File: config.mk
export PLATFORM = sky130hd
export DESIGN_NAME = pcg_ctrl
export DESIGN_NICKNAME = d
export VERILOG_FILES = /design/src/core/pcg_pkg.sv /design/src/core/pcg_ctrl.sv
export SDC_FILE = /design/constraint.sdc
export NUM_CORES = 1
export LEC_CHECK = 0
export ABC_AREA = 1
export BUFFER_PORTS_ARGS = -buffer_cell sky130_fd_sc_hd__buf_2
export CORE_ASPECT_RATIO = 1.5
export CORE_MARGIN = 2
export CORE_UTILIZATION = 51
export DETAILED_ROUTE_END_ITERATION = 8
export PLACE_DENSITY = 0.87
export SLEW_MARGIN = 40
export SYNTH_ARGS = -nofsm -noshare
export SYNTH_HDL_FRONTEND = slang
export SYNTH_SLANG_ARGS = --single-unit
File: constraint.sdc
create_clock -name pclk -period 1.46 [get_ports pclk]
set_input_delay 0 -clock pclk [delete_from_list [all_inputs] [get_ports pclk]]
set_output_delay 0 -clock pclk [all_outputs]
set_load 0.1 [all_outputs]
File: src/core/pcg_pkg.sv
`default_nettype none
package pcg_pkg;
  // ==========================================================================
  // register map (byte addresses on apb)
  localparam logic [7:0] PCG_OFF_CTRL = 8'h00;
  localparam logic [7:0] PCG_OFF_BW = 8'h04;
  localparam logic [7:0] PCG_OFF_PROG = 8'h08;

  // ==========================================================================
  // pll_ctrl field positions
  localparam int PCG_CTRL_IEN = 7;
  localparam int PCG_CTRL_FLAG = 6;
  localparam int PCG_CTRL_ON = 5;
  localparam int PCG_CTRL_BCS = 4;
  localparam logic [3:0] PCG_CTRL_LOW_ONES = 4'hf;

  // pll_bw_ctrl field positions
  localparam int PCG_BW_AUTO = 7;
  localparam int PCG_BW_LOCK = 6;
  localparam int PCG_BW_TRK = 5;
  localparam int PCG_BW_XLD = 4;

  // ==========================================================================
  // reset values
  localparam logic PCG_ON_RST = 1'b1;
  localparam logic [3:0] PCG_MUL_RST = 4'h6;
  localparam logic [3:0] PCG_VRS_RST = 4'h6;
  localparam logic [3:0] PCG_TEST_RST = 4'h0;

  // ==========================================================================
  // switch-over timing
  localparam logic [1:0] PCG_SW_EDGES = 2'h3;
  localparam logic [7:0] PCG_SW_TMO_CYC = 8'h40;

  typedef enum logic [0:0] {PCG_SW_IDLE, PCG_SW_WAIT} pcg_sw_state_t;
endpackage
`default_nettype wire

File: src/core/pcg_ctrl.sv
// Operation
// - base clock is selected source divided by two, 50% duty
// - lock change flag with enable raises the lock interrupt line
// - lock interrupt enable unwritable and reads 0 in manual mode
// - lock change flag sets on lock toggle, reads 0 in manual mode
// - a read of pll_ctrl that returns the lock change flag set clears it
// - pll power-on cannot be cleared while source select is set
// - source select cannot be set while pll is off
// - switch-over waits three crystal and three vco edges, output held
// - reset and stop clear source select
// - four low bits of pll_ctrl read as ones
// - bandwidth self-control bit read/write, 1 automatic, reset clears
// - lock indicator read-only in automatic mode, 0 in manual
// - tracking bit is status in automatic, control in manual
// - manual tracking value kept across automatic mode
// - crystal loss bit works only while source select set
// - write 1 to crystal loss bit, activity clears it in time
// - multiplier code 0 acts as 1, reset loads 6
// - multiplier and range writes blocked while pll on
// - range 0 disables pll and clears/blocks source select
// - oscillator enable gates crystal clock and pll
// - pll power and source select never change in one write
// - stop holds crystal clock, base clock and interrupt low
`timescale 1ns/100ps
`default_nettype none

// ============================================================================
// three-stage level synchroniser; output changes once stages two and three agree
module pcg_sync (
  // clock and reset
  input wire logic clk,
  input wire logic rst_n,
  // level
  input wire logic d,
  output logic q
);
  logic s1;
  logic s2;
  logic s3;

  // s1 feeds s2 only
  always_ff @(posedge clk or negedge rst_n) begin
    if (!rst_n) begin
      s1 <= 1'b0;
      s2 <= 1'b0;
      s3 <= 1'b0;
      q <= 1'b0;
    end else begin
      s1 <= d;
      s2 <= s1;
      s3 <= s2;
      if (s2 == s3) begin
        q <= s3;
      end
    end
  end
endmodule

// ============================================================================
// clock generator control
module pcg_ctrl (
  // apb slave
  input wire logic pclk,
  input wire logic presetn,
  input wire logic psel,
  input wire logic penable,
  input wire logic pwrite,
  input wire logic [7:0] paddr,
  input wire logic [31:0] pwdata,
  output logic [31:0] prdata,
  output logic pready,
  output logic pslverr,
  // system integration
  input wire logic osc_enable_in,
  input wire logic stop_in,
  // analog oscillator and pll
  input wire logic xtal_osc_in,
  input wire logic vco_clk,
  input wire logic lock_det_in,
  input wire logic trk_det_in,
  // clock and interrupt outputs
  output logic xtal_clk,
  output logic base_clk_out,
  output logic lock_irq,
  // pll steering outputs
  output logic pll_enable_out,
  output logic bw_auto_out,
  output logic trk_ctrl_out,
  output logic [3:0] fb_multiplier,
  output logic [3:0] vco_range
);
  // ==========================================================================
  // state
  logic lock_irq_en;
  logic lock_change_flag;
  logic pll_power_on;
  logic base_src_sel;
  logic bw_auto;
  logic trk_manual;
  logic xtal_loss_det;
  logic [3:0] test_bits;
  logic [3:0] mul;
  logic [3:0] vrs;
  logic xtal_lvl;
  logic vco_lvl;
  logic lock_lvl;
  logic trk_lvl;
  logic xtal_prev;
  logic vco_prev;
  logic lock_prev;
  pcg_pkg::pcg_sw_state_t sw_state;
  logic active_sel;
  logic [1:0] xcnt;
  logic [1:0] vcnt;
  logic [7:0] tmo;
  logic next_on;
  logic next_bcs;
  logic [7:0] rd_byte;

  // ==========================================================================
  // input synchronisers for the analog side
  pcg_sync u_sync_xtal (.clk(pclk), .rst_n(presetn), .d(xtal_osc_in), .q(xtal_lvl));
  pcg_sync u_sync_vco (.clk(pclk), .rst_n(presetn), .d(vco_clk), .q(vco_lvl));
  pcg_sync u_sync_lock (.clk(pclk), .rst_n(presetn), .d(lock_det_in), .q(lock_lvl));
  pcg_sync u_sync_trk (.clk(pclk), .rst_n(presetn), .d(trk_det_in), .q(trk_lvl));

  // previous levels for edge detection
  always_ff @(posedge pclk or negedge presetn) begin
    if (!presetn) begin
      xtal_prev <= 1'b0;
      vco_prev <= 1'b0;
      lock_prev <= 1'b0;
    end else begin
      xtal_prev <= xtal_lvl;
      vco_prev <= vco_lvl;
      lock_prev <= lock_lvl;
    end
  end

  logic xtal_rise;
  logic vco_rise;
  logic lock_toggle;
  assign xtal_rise = xtal_lvl & ~xtal_prev;
  assign vco_rise = vco_lvl & ~vco_prev;
  assign lock_toggle = lock_lvl ^ lock_prev;

  // ==========================================================================
  // apb decode; zero wait states
  logic setup;
  logic access;
  logic hit_ctrl;
  logic hit_bw;
  logic hit_prog;
  logic mapped;
  logic wr_ctrl;
  logic wr_bw;
  logic wr_prog;
  logic rd_ctrl;
  logic [7:0] wdat;
  assign setup = psel & ~penable;
  assign access = psel & penable;
  assign hit_ctrl = (paddr == pcg_pkg::PCG_OFF_CTRL);
  assign hit_bw = (paddr == pcg_pkg::PCG_OFF_BW);
  assign hit_prog = (paddr == pcg_pkg::PCG_OFF_PROG);
  assign mapped = hit_ctrl | hit_bw | hit_prog;
  assign wr_ctrl = access & pwrite & hit_ctrl;
  assign wr_bw = access & pwrite & hit_bw;
  assign wr_prog = access & pwrite & hit_prog;
  assign rd_ctrl = access & ~pwrite & hit_ctrl;
  assign wdat = pwdata[7:0];
  assign pready = 1'b1;

  // read mux; gated fields read as zero in manual mode
  always_comb begin
    rd_byte = 8'h00;
    if (hit_ctrl) begin
      rd_byte = {lock_irq_en & bw_auto, lock_change_flag & bw_auto, pll_power_on, base_src_sel,
                 pcg_pkg::PCG_CTRL_LOW_ONES};
    end else if (hit_bw) begin
      rd_byte = {bw_auto, lock_lvl & bw_auto, bw_auto ? trk_lvl : trk_manual,
                 xtal_loss_det & base_src_sel, test_bits};
    end else if (hit_prog) begin
      rd_byte = {mul, vrs};
    end
  end

  // read data and error captured in setup, held through the access cycle
  always_ff @(posedge pclk or negedge presetn) begin
    if (!presetn) begin
      prdata <= 32'h0000_0000;
      pslverr <= 1'b0;
    end else begin
      prdata <= (setup && !pwrite) ? {24'h00_0000, rd_byte} : 32'h0000_0000;
      pslverr <= setup & ~mapped;
    end
  end

  // ==========================================================================
  // power-on and source select interlock
  always_comb begin
    next_on = pll_power_on;
    next_bcs = base_src_sel;
    if (wr_ctrl) begin
      // a write that would change both is refused whole
      if (!((wdat[pcg_pkg::PCG_CTRL_ON] != pll_power_on) &&
            (wdat[pcg_pkg::PCG_CTRL_BCS] != base_src_sel))) begin
        if (wdat[pcg_pkg::PCG_CTRL_ON] || !base_src_sel) begin
          next_on = wdat[pcg_pkg::PCG_CTRL_ON];
        end
        if (!wdat[pcg_pkg::PCG_CTRL_BCS] || (pll_power_on && vrs != 4'h0)) begin
          next_bcs = wdat[pcg_pkg::PCG_CTRL_BCS];
        end
      end
    end
    if (stop_in || vrs == 4'h0) begin
      next_bcs = 1'b0;
    end
  end

  // pll_ctrl storage
  always_ff @(posedge pclk or negedge presetn) begin
    if (!presetn) begin
      pll_power_on <= pcg_pkg::PCG_ON_RST;
      base_src_sel <= 1'b0;
      lock_irq_en <= 1'b0;
    end else begin
      pll_power_on <= next_on;
      base_src_sel <= next_bcs;
      if (wr_ctrl && bw_auto) begin
        lock_irq_en <= wdat[pcg_pkg::PCG_CTRL_IEN];
      end
    end
  end

  // lock change flag; a toggle beats a clearing read in the same cycle
  always_ff @(posedge pclk or negedge presetn) begin
    if (!presetn) begin
      lock_change_flag <= 1'b0;
    end else if (!bw_auto) begin
      lock_change_flag <= 1'b0;
    end else if (lock_toggle) begin
      lock_change_flag <= 1'b1;
    end else if (rd_ctrl && prdata[pcg_pkg::PCG_CTRL_FLAG]) begin
      // only a flag that the reader actually saw is cleared
      lock_change_flag <= 1'b0;
    end
  end

  // ==========================================================================
  // bandwidth control; manual tracking value survives automatic mode
  always_ff @(posedge pclk or negedge presetn) begin
    if (!presetn) begin
      bw_auto <= 1'b0;
      trk_manual <= 1'b0;
      test_bits <= pcg_pkg::PCG_TEST_RST;
    end else if (wr_bw) begin
      bw_auto <= wdat[pcg_pkg::PCG_BW_AUTO];
      if (!bw_auto) begin
        trk_manual <= wdat[pcg_pkg::PCG_BW_TRK];
      end
      test_bits <= wdat[3:0];
    end
  end

  // crystal loss: write 1 arms, a rising crystal edge clears; idle unless vco drives out
  always_ff @(posedge pclk or negedge presetn) begin
    if (!presetn) begin
      xtal_loss_det <= 1'b0;
    end else if (!base_src_sel) begin
      xtal_loss_det <= 1'b0;
    end else if (wr_bw && wdat[pcg_pkg::PCG_BW_XLD]) begin
      xtal_loss_det <= 1'b1;
    end else if (xtal_rise) begin
      xtal_loss_det <= 1'b0;
    end
  end

  // ==========================================================================
  // programming register, frozen while the pll runs
  always_ff @(posedge pclk or negedge presetn) begin
    if (!presetn) begin
      mul <= pcg_pkg::PCG_MUL_RST;
      vrs <= pcg_pkg::PCG_VRS_RST;
    end else if (wr_prog && !pll_power_on) begin
      mul <= wdat[7:4];
      vrs <= wdat[3:0];
    end
  end

  // ==========================================================================
  // switch-over control; timeout keeps a dead clock from hanging the switch
  logic sw_done;
  assign sw_done = ((xcnt == pcg_pkg::PCG_SW_EDGES) && (vcnt == pcg_pkg::PCG_SW_EDGES)) || (tmo == 8'h00);

  always_ff @(posedge pclk or negedge presetn) begin
    if (!presetn) begin
      sw_state <= pcg_pkg::PCG_SW_IDLE;
      active_sel <= 1'b0;
      xcnt <= 2'h0;
      vcnt <= 2'h0;
      tmo <= pcg_pkg::PCG_SW_TMO_CYC;
    end else begin
      case (sw_state)
        pcg_pkg::PCG_SW_IDLE: begin
          xcnt <= 2'h0;
          vcnt <= 2'h0;
          tmo <= pcg_pkg::PCG_SW_TMO_CYC;
          if (base_src_sel != active_sel) begin
            sw_state <= pcg_pkg::PCG_SW_WAIT;
          end
        end
        pcg_pkg::PCG_SW_WAIT: begin
          if (xtal_rise && xcnt != pcg_pkg::PCG_SW_EDGES) begin
            xcnt <= xcnt + 2'h1;
          end
          if (vco_rise && vcnt != pcg_pkg::PCG_SW_EDGES) begin
            vcnt <= vcnt + 2'h1;
          end
          if (tmo != 8'h00) begin
            tmo <= tmo - 8'h01;
          end
          if (sw_done) begin
            active_sel <= base_src_sel;
            sw_state <= pcg_pkg::PCG_SW_IDLE;
          end
        end
        default: begin
          sw_state <= pcg_pkg::PCG_SW_IDLE;
        end
      endcase
    end
  end

  // base clock: one toggle per source rising edge gives half rate, 50% duty
  always_ff @(posedge pclk or negedge presetn) begin
    if (!presetn) begin
      base_clk_out <= 1'b0;
    end else if (stop_in) begin
      base_clk_out <= 1'b0;
    end else if (sw_state == pcg_pkg::PCG_SW_IDLE && base_src_sel == active_sel &&
                 (active_sel ? vco_rise : xtal_rise)) begin
      base_clk_out <= ~base_clk_out;
    end
  end

  // ==========================================================================
  // registered outputs to the system and the analog pll
  always_ff @(posedge pclk or negedge presetn) begin
    if (!presetn) begin
      xtal_clk <= 1'b0;
      lock_irq <= 1'b0;
      pll_enable_out <= 1'b0;
      bw_auto_out <= 1'b0;
      trk_ctrl_out <= 1'b0;
      fb_multiplier <= pcg_pkg::PCG_MUL_RST;
      vco_range <= pcg_pkg::PCG_VRS_RST;
    end else begin
      xtal_clk <= xtal_lvl & osc_enable_in & ~stop_in;
      lock_irq <= lock_change_flag & lock_irq_en & bw_auto & ~stop_in;
      pll_enable_out <= pll_power_on & osc_enable_in & (vrs != 4'h0) & ~stop_in;
      bw_auto_out <= bw_auto;
      trk_ctrl_out <= trk_manual;
      fb_multiplier <= (mul == 4'h0) ? 4'h1 : mul;
      vco_range <= vrs;
    end
  end
endmodule
`default_nettype wire

==> flow_metrics.env, run 1 <==
export IMPL_outcome="complete, no violations"
export IMPL_synth_cells=337
export IMPL_hp_class="input port to flop"
export IMPL_crit_buf_inv=2
export IMPL_die_h_um=103
export IMPL_syn_cell_area_mm2=0.00334
export IMPL_cp_top_family="simple AND/OR/NAND/NOR gates"
export IMPL_end_kind="flop"
export IMPL_synth_top_area_share_pct=48.7
export IMPL_yosysSeqAreaShare_pct=56.6
export IMPL_port_buffers=49
export IMPL_cts_sinks=75
export IMPL_syn_mean_instance_area_um2=9.91
export IMPL_worstPathMaxFanout=6
export IMPL_fmax_ghz=0.733
export IMPL_grt_first_pass_wirelength_um=10600
export IMPL_via_per_inst=4.96
export IMPL_cts_buffers=9
export IMPL_wl_um=6370
export IMPL_die_area_mm2=0.00723
export IMPL_first_global_vias=2342
export IMPL_grt_max_degree=61
export IMPL_ant_nets=0
export IMPL_yosys_area_top_type="dfrtp_1"
export IMPL_whs_path_depth=4
export IMPL_ios=99
export IMPL_reg2reg_depth=9
export IMPL_worstPathRequired_ns=1.70
export IMPL_start_util_pct=51.9
export IMPL_setup_viol=0
export IMPL_first_pass_iters=4
export IMPL_path_common_cell="nand2_1"
export IMPL_dieWidth_um=70.1
export IMPL_synthArstFlopShare_pct=100
export IMPL_rows=36
export IMPL_core_mm2=0.00644
export IMPL_finalSetupTns_ns=0
export IMPL_arrival_ns=1.60
export IMPL_area_delta_synth_final_pct=19.2
export IMPL_dpl_cell_count=457
export IMPL_fin_crit_ns=1.36
export IMPL_clock_path_buffers=2
export IMPL_max_cap_violations=0
export IMPL_path_cells="inv_1 > ha_1 > nand2_1 > nor2_4 > inv_2 > nand2_1 > nand2_1 > nand2_1 > o21ai_1"
export IMPL_num_vias=2451
export IMPL_layout_nets=468
export IMPL_cts_tree="built"
export IMPL_final_cells=494
export IMPL_ys_warn_count=0
export IMPL_min_period_over_period_pct=93.4
export IMPL_post_place_ws_ns=0.0380
export IMPL_gr_total_overflow=0
export IMPL_antenna_found_initial=0
export IMPL_slowest_stage="dfrtp_1"
export IMPL_path_clk_slew_ns=0.08
export IMPL_synthFlopType="dfrtp_1"
export IMPL_clock_latency_ns=0.35
export IMPL_finalHoldViolations=0
export IMPL_worstSetupPathType="flop to flop"
export IMPL_ys_seq_elements=75
export IMPL_synth_edf_count=0
export IMPL_slew_viol_final=0
export IMPL_drive_above_1_share_pct=26.1
export IMPL_cts_root_buffer_cell="clkbuf_8"
export IMPL_clock_skew_ns=0.00957
export IMPL_synth_area_leaders="dfrtp_1, dfstp_2, nand2_1"
export IMPL_avgRoutedWirePerCell_um=12.9
export IMPL_p_per_area_mw_per_mm2=1350
export IMPL_dp_hpwl_um=4480
export IMPL_cpPeakStageDelay_ns=0.40
export IMPL_drt_iter0_markers=146
export IMPL_htreeDepth=3
export IMPL_start_kind="flop"
export IMPL_diodes=0
export IMPL_p_leak_uw=0.00202
export IMPL_worst_path_stages=9
export IMPL_peakVddDrop_v=0.000691
export IMPL_grt_use_total_pct=18.9
export IMPL_ys_types=37
export IMPL_drcViolationCount=0
export IMPL_gp_congestion=0.798
export IMPL_setup_ws_ns=0.0959
[state kept, by name, summed over array words and instances, names as in the netlist, 2 cells and up]
register	cells
fb_multiplier	4
mul	4
prdata	8
test_bits	4
tmo	8
vcnt	2
vco_range	4
vrs	4
xcnt	2
[layer usage]
layer	share of wire [%]	vias up	track usage [%]
li1	-	1181	-
met1	39	1181	21.5
met2	54	73	33.0
met3	4.2	16	5.38
met4	3.2	0	9.02
met5	0	-	0
[through the flow]
stage	hold slack, ns	instance area [um2]	util [%]	power (uW)
floorplan	-0.296	3430	-	3470
global placement	-0.0720	3570	55.5	3670
CTS	0.0258	3960	61.5	5350
detailed placement	-0.0668	3570	55.5	3730
finish	0.0473	3980	61.8	5360
global route	0.0424	3980	61.8	5660
[layout make-up]
type / count / area (um2)
Sequential cell: 75 / 1890
Clock buffer: 12 / 145
Tap cell: 76 / 95.1
Inverter: 35 / 135
Clock inverter: 4 / 51.3
Timing Repair Buffer: 72 / 478
Fill cell: 523 / 2460
Multi-Input combinational cell: 220 / 1190
[cell usage in the layout, fill, tap and decap left out, types with 14 or more instances in the layout]
master,instances
a21oi_1,15
buf_2,49
conb_1,25
dfrtp_1,65
dlygate4sd3_1,19
inv_1,33
nand2_1,64
nor2_1,28
o21ai_0,15
o21ai_2,14
[repair_timing]
action	in CTS	in global routing
buffers inserted	0	2
hold buffers	19	0
endpoints found under the setup margin	0	5
endpoints found under the hold margin	92	0
resized for setup	0	3
[synthesized netlist by cell type (3+ instances only)]
| cell | number |
|---|---|
| dfrtp_1 | 65 |
| nand2_1 | 64 |
| inv_1 | 34 |
| nor2_1 | 29 |
| buf_4 | 25 |
| a21oi_1 | 15 |
| o21ai_0 | 15 |
| o21ai_2 | 14 |
| dfstp_2 | 10 |
| nand3_1 | 10 |
| nor3_1 | 7 |
| nor2_4 | 5 |
| ha_1 | 4 |
| maj3_1 | 4 |
| nand4_1 | 4 |
| clkbuf_1 | 3 |
| xnor2_1 | 3 |
[worst register-to-register path, cell delays in order (launching register included)]
cell     delay [ns]
dfrtp_1        0.40
inv_1          0.08
ha_1           0.16
nand2_1        0.10
nor2_4         0.15
inv_2          0.08
nand2_1        0.08
nand2_1        0.07
nand2_1        0.06
o21ai_1        0.05
[power breakdown]
group	switching [uW]	internal, uW
Sequential	164	2260
Clock	745	838
Combinational	943	408
[final timing paths]
kind,startpoint,endpoint,slack [ns]
worst max-delay path,tmo[1],active_sel,0.1
worst min-delay path,paddr[6],prdata[7],0.05
worst max register to register,tmo[1],active_sel,0.1
worst min register to register,u_sync_trk.s1,u_sync_trk.s2,0.35
max in group asynchronous,presetn,fb_multiplier[2],0.69
min in group asynchronous,presetn,bw_auto_out,0.09
[cell families (layout without fill, tap and decap cells)]
logic type | count (synthesis) | after routing | share of synthesized area (%)
other | 2 | 25 | 0.225
XOR/XNOR | 4 | 4 | 1.05
flip-flops | 75 | 75 | 56.6
adder cells (fa/ha/maj) | 8 | 8 | 2.70
AND/OR/NAND/NOR | 133 | 133 | 19.5
buffers and inverters | 65 | 123 | 10.6
AO/OA/AOI/OAI | 50 | 50 | 9.44
No activity file was read; power rests on OpenSTA's default activity.
==> run 2, diff against run 1 <==
Clock period 1.46 ns to 1.45 ns, I/O delays scaled along.
==> run 2 against run 1 <==
Effect of this change:
- cell area shrank 0.16%
- die area is the same
- power shrank 2.1%
- clock skew shrank 0.0038 ns
- wire length grew 2.6%
==> flow_metrics.env, run 2 (synthesis results as in run 1) <==
export IMPL_grt_use_total_pct=19.1
export IMPL_layout_nets=472
export IMPL_outcome="complete, no violations"
export IMPL_drt_iter0_markers=128
export IMPL_worstPathMaxFanout=3
export IMPL_start_util_pct=51.9
export IMPL_start_kind="flop"
export IMPL_clock_skew_ns=0.00581
export IMPL_grt_max_degree=61
export IMPL_hp_class="input port to flop"
export IMPL_max_cap_violations=0
export IMPL_diodes=0
export IMPL_ios=99
export IMPL_ant_nets=0
export IMPL_finalHoldViolations=0
export IMPL_avgRoutedWirePerCell_um=13.1
export IMPL_first_pass_iters=4
export IMPL_slew_viol_final=0
export IMPL_arrival_ns=1.59
export IMPL_port_buffers=49
export IMPL_cts_root_buffer_cell="clkbuf_8"
export IMPL_cts_tree="built"
export IMPL_whs_ns=0.0156
export IMPL_gp_congestion=0.792
export IMPL_antenna_found_initial=0
export IMPL_clock_latency_ns=0.34
export IMPL_min_period_over_period_pct=93.2
export IMPL_worstPathRequired_ns=1.69
export IMPL_post_route_util_pct=61.7
export IMPL_dieWidth_um=70.1
export IMPL_path_clk_slew_ns=0.07
export IMPL_die_area_mm2=0.00723
export IMPL_reg2reg_slack_ns=0.1
export IMPL_drive_above_1_share_pct=26.8
export IMPL_grt_first_pass_wirelength_um=10700
export IMPL_drcViolationCount=0
export IMPL_num_vias=2436
export IMPL_gr_total_overflow=0
export IMPL_first_global_vias=2383
export IMPL_mostFrequentLayoutCell="dfrtp_1"
export IMPL_rows=36
export IMPL_dp_hpwl_um=4550
export IMPL_setup_viol=0
export IMPL_p_per_area_mw_per_mm2=1320
export IMPL_via_per_inst=4.89
export IMPL_peakVddDrop_v=0.000669
export IMPL_worstSetupPathType="flop to flop"
export IMPL_end_kind="flop"
export IMPL_biggestRegsByFlops="prdata (8), tmo (8)"
export IMPL_cts_sinks=75
export IMPL_htreeDepth=3
export IMPL_clock_path_buffers=2
export IMPL_fmax_ghz=0.740
export IMPL_layout_common_cells="dfrtp_1, nand2_1, buf_2, inv_1, nor2_1"
export IMPL_wl_um=6530
export IMPL_fin_crit_ns=1.35
export IMPL_cts_buffers=9
export IMPL_area_delta_synth_final_pct=19.0
export IMPL_core_mm2=0.00644
export IMPL_p_leak_uw=0.00202
export IMPL_die_h_um=103
-- run 2: cell count changes in the layout (fill, tap and decap cells not counted) --
cell / delta
buf_4: +4
clkinv_2: +2
bufinv_16: -1
clkbuf_8: -1
clkinv_1: +1
clkinv_4: -1
nand2_1: -1
nand2_2: +1
-- run 2: where the power goes --
group / internal (uW) / total (uW) / switching, uW / leakage [uW]
Combinational: 482 / 1490 / 1010 / 0.000988
Clock: 612 / 1330 / 718 / 0.0000791
Sequential: 2280 / 2430 / 152 / 0.000954
Total: 3370 / 5250 / 1880 / 0.00202
-- run 2: final timing paths --
path	startpoint	to	cells after the start
worst max-delay path	vcnt[0]	vcnt[0]	4
worst min-delay path	paddr[6]	prdata[7]	4
worst max register to register	vcnt[0]	vcnt[0]	4
worst min register to register	u_sync_xtal.s1	u_sync_xtal.s2	0
max in group asynchronous	presetn	fb_multiplier[2]	3
min in group asynchronous	presetn	u_sync_vco.s2	2
-- run 2: worst max-delay path, stage by stage (launching register included) --
cell,delay [ns]
dfrtp_1,0.40
ha_1,0.22
or3_1,0.42
xor2_1,0.15
nor2_1,0.05
-- run 2: through the flow --
step / cell area, um2 / setup slack (ns) / cells / power, uW / setup TNS, ns
floorplan: 3430 / 0.0409 / 360 / 3500 / 0
global placement: 3580 / 0.105 / 458 / 3710 / 0
detailed placement: 3580 / 0.0332 / 458 / 3770 / 0
CTS: 3930 / 0.0100 / 493 / 5150 / 0
global route: 3980 / -0.00759 / 498 / 5550 / -0.00759
finish: 3980 / 0.0988 / 498 / 5250 / 0
-- run 2: final cells by class --
type | instances | area (um2)
clock buffers | 11 | 131
flip-flops and latches | 75 | 1890
multi-input cells | 220 | 1190
inverters | 35 | 131
repair buffers | 76 | 508
well taps | 76 | 95.1
clock inverters | 5 | 30.0
fillers | 514 | 2470
-- run 2: metal layers --
layer  wire (um)  track usage, %  vias up
li1            -               -     1185
met1        2530            21.2     1166
met2        3530            33.8       71
met3         309            5.08       14
met4         161            9.76        0
met5           0               0        -
-- run 2: repair_timing --
action,4_1_cts,5_1_grt
endpoints found under the hold margin,92,0
endpoints found under the setup margin,0,4
setup buffers,0,5
gates resized for setup,0,3
hold buffers,19,0
==> run 3, diff against run 2 <==
Clock period 1.45 ns to 1.26 ns, I/O delays scaled along.
==> run 3 against run 2 <==
Effect of this change:
- the flow now finishes with violations (setup timing)
- clock skew rose by 0.0063 ns
- critical path depth did not move
- clock power rose by 42%
- via count rose by 4.9%
- non-clock buffer count rose by 17
- sequential power rose by 15%
- clock-buffer cell count rose by 4
- maximum frequency rose by 4.4%
- die area did not move
- critical path type unchanged
- critical endpoint unchanged
==> flow_metrics.env, run 3 (synthesis results as in run 1) <==
export IMPL_outcome="complete, but fails checks"
export IMPL_violations="setup timing"
export IMPL_wl_um=7440
export IMPL_clock_path_buffers=2
export IMPL_switchingPower_uw=2350
export IMPL_p_per_area_mw_per_mm2=1590
export IMPL_wl_met2_um=4190
export IMPL_worstSetupPathType="flop to flop"
export IMPL_maxUsedRoutingLayer="met4"
export IMPL_end_kind="flop"
export IMPL_htreeDepth=3
export IMPL_layout_common_cells="dfrtp_1, nand2_1, buf_2, inv_1, buf_4"
export IMPL_p_leak_uw=0.00215
export IMPL_cts_root_buffer_cell="clkbuf_8"
export IMPL_pwr_share_comb_pct=31.5
export IMPL_core_mm2=0.00644
export IMPL_path_cells="ha_2 > or3_4 > xor2_1 > nor2_1"
export IMPL_start_kind="flop"
export IMPL_pwr_share_seq_pct=40.8
export IMPL_fillerInstances=476
export IMPL_finalSetupTns_ns=-0.0401
export IMPL_crit_buf_inv=0
export IMPL_rsz0062_at_grt="yes"
export IMPL_switching_share_pct=34.4
export IMPL_slew_viol_final=0
export IMPL_path_clk_slew_ns=0.08
export IMPL_gr_total_overflow=0
export IMPL_ant_nets=0
export IMPL_peakVddDrop_v=0.000861
export IMPL_cts_tree="built"
export IMPL_dieWidth_um=70.1
export IMPL_dp_hpwl_um=4920
export IMPL_area_delta_synth_final_pct=28.5
export IMPL_diodes=0
export IMPL_cp_top_family="simple AND/OR/NAND/NOR gates"
export IMPL_totalPowerFinal_uw=6830
export IMPL_pwr_share_clk_pct=27.7
export IMPL_rows=36
export IMPL_cts_buffers=9
export IMPL_mostFrequentLayoutCell="dfrtp_1"
export IMPL_setup_ws_ns=-0.0337
export IMPL_avgRoutedWirePerCell_um=14.4
export IMPL_layout_nets=489
export IMPL_drt_met1_wl_um=2750
export IMPL_die_area_mm2=0.00723
export IMPL_grt_first_pass_wirelength_um=11300
export IMPL_fin_area_mm2=0.00429
export IMPL_biggestRegsByFlops="prdata (8), tmo (8)"
export IMPL_gp_congestion=0.847
export IMPL_post_place_ws_ns=-0.0752
export IMPL_port_buffers=49
export IMPL_first_pass_iters=4
export IMPL_antenna_found_initial=0
export IMPL_cpPeakStageDelay_ns=0.39
export IMPL_fin_crit_ns=1.29
export IMPL_grt_use_total_pct=20.5
export IMPL_worstPathMaxFanout=3
export IMPL_min_period_over_period_pct=103
export IMPL_hp_class="input port to flop"
export IMPL_setup_viol=2
export IMPL_placed_area_mm2=0.00368
export IMPL_post_route_util_pct=66.6
export IMPL_via_per_inst=4.96
export IMPL_fmax_ghz=0.773
export IMPL_clock_latency_ns=0.34
export IMPL_slowest_stage="dfrtp_1"
export IMPL_grt_max_degree=32
export IMPL_drive_above_1_share_pct=37.6
export IMPL_num_vias=2555
export IMPL_cts_sinks=75
export IMPL_worstPathRequired_ns=1.50
export IMPL_first_global_vias=2482
export IMPL_die_h_um=103
export IMPL_met3_wirelength_um=314
export IMPL_finalHoldViolations=0
export IMPL_ios=99
export IMPL_arrival_ns=1.53
export IMPL_max_cap_violations=0
export IMPL_drt_iter0_markers=167
export IMPL_drcViolationCount=0
export IMPL_internal_power_uw=4480
export IMPL_clock_skew_ns=0.0121
export IMPL_start_util_pct=51.9
[run 3: worst min-delay path: stages]
cell       delay, ns
buf_2           0.11
nor2_4          0.04
o2111ai_1       0.10
a21oi_1         0.07
[run 3: metal layers]
metal	up-vias	GRT usage, %
met4	0	10.9
met2	78	36.8
li1	1218	-
met5	-	0
met1	1244	22.7
met3	15	4.89
[run 3: worst paths after layout]
check | slack, ns | cells after the start | end | start
max | -0.03 | 4 | vcnt[0] | vcnt[1]
min | 0.02 | 4 | prdata[7] | paddr[6]
max reg2reg | -0.03 | 4 | vcnt[0] | vcnt[1]
min reg2reg | 0.36 | 0 | u_sync_vco.s2 | u_sync_vco.s1
max in group asynchronous | 0.49 | 3 | vrs[2] | presetn
min in group asynchronous | 0.15 | 2 | trk_manual | presetn
[run 3: power by group through the flow]
stage	Sequential, uW	Combinational [uW]	Clock [uW]
2_1_floorplan	2900	1130	0
3_3_place_gp	2800	1640	0
3_5_place_dp	2810	1710	0
4_1_cts	2770	1820	1920
5_1_grt	2810	2360	2030
6_report	2790	2150	1890
[run 3: final cells by class]
| type | count | area, um2 | area share, % |
|---|---|---|---|
| Clock inverter | 1 | 30.0 | 0.700 |
| Tap cell | 76 | 95.1 | 2.22 |
| Sequential cell | 75 | 1890 | 44.0 |
| Multi-Input combinational cell | 220 | 1320 | 30.7 |
| Timing Repair Buffer | 93 | 646 | 15.0 |
| Clock buffer | 15 | 176 | 4.11 |
| Inverter | 35 | 136 | 3.18 |
[run 3: timing repair]
action / in CTS / in global routing
pin swaps: 3 / 12
endpoints found under the setup margin: 13 / 18
resized for setup: 9 / 40
setup buffers: 1 / 8
endpoints found under the hold margin: 66 / 0
hold buffers: 19 / 0
[run 3: stage by stage]
| step | hold slack (ns) | cells |
|---|---|---|
| floorplan | -0.296 | 360 |
| global placement | -0.0380 | 471 |
| detailed placement | -0.0194 | 471 |
| CTS | 0.00293 | 507 |
| global route | 0.0267 | 515 |
| finish | 0.0178 | 515 |
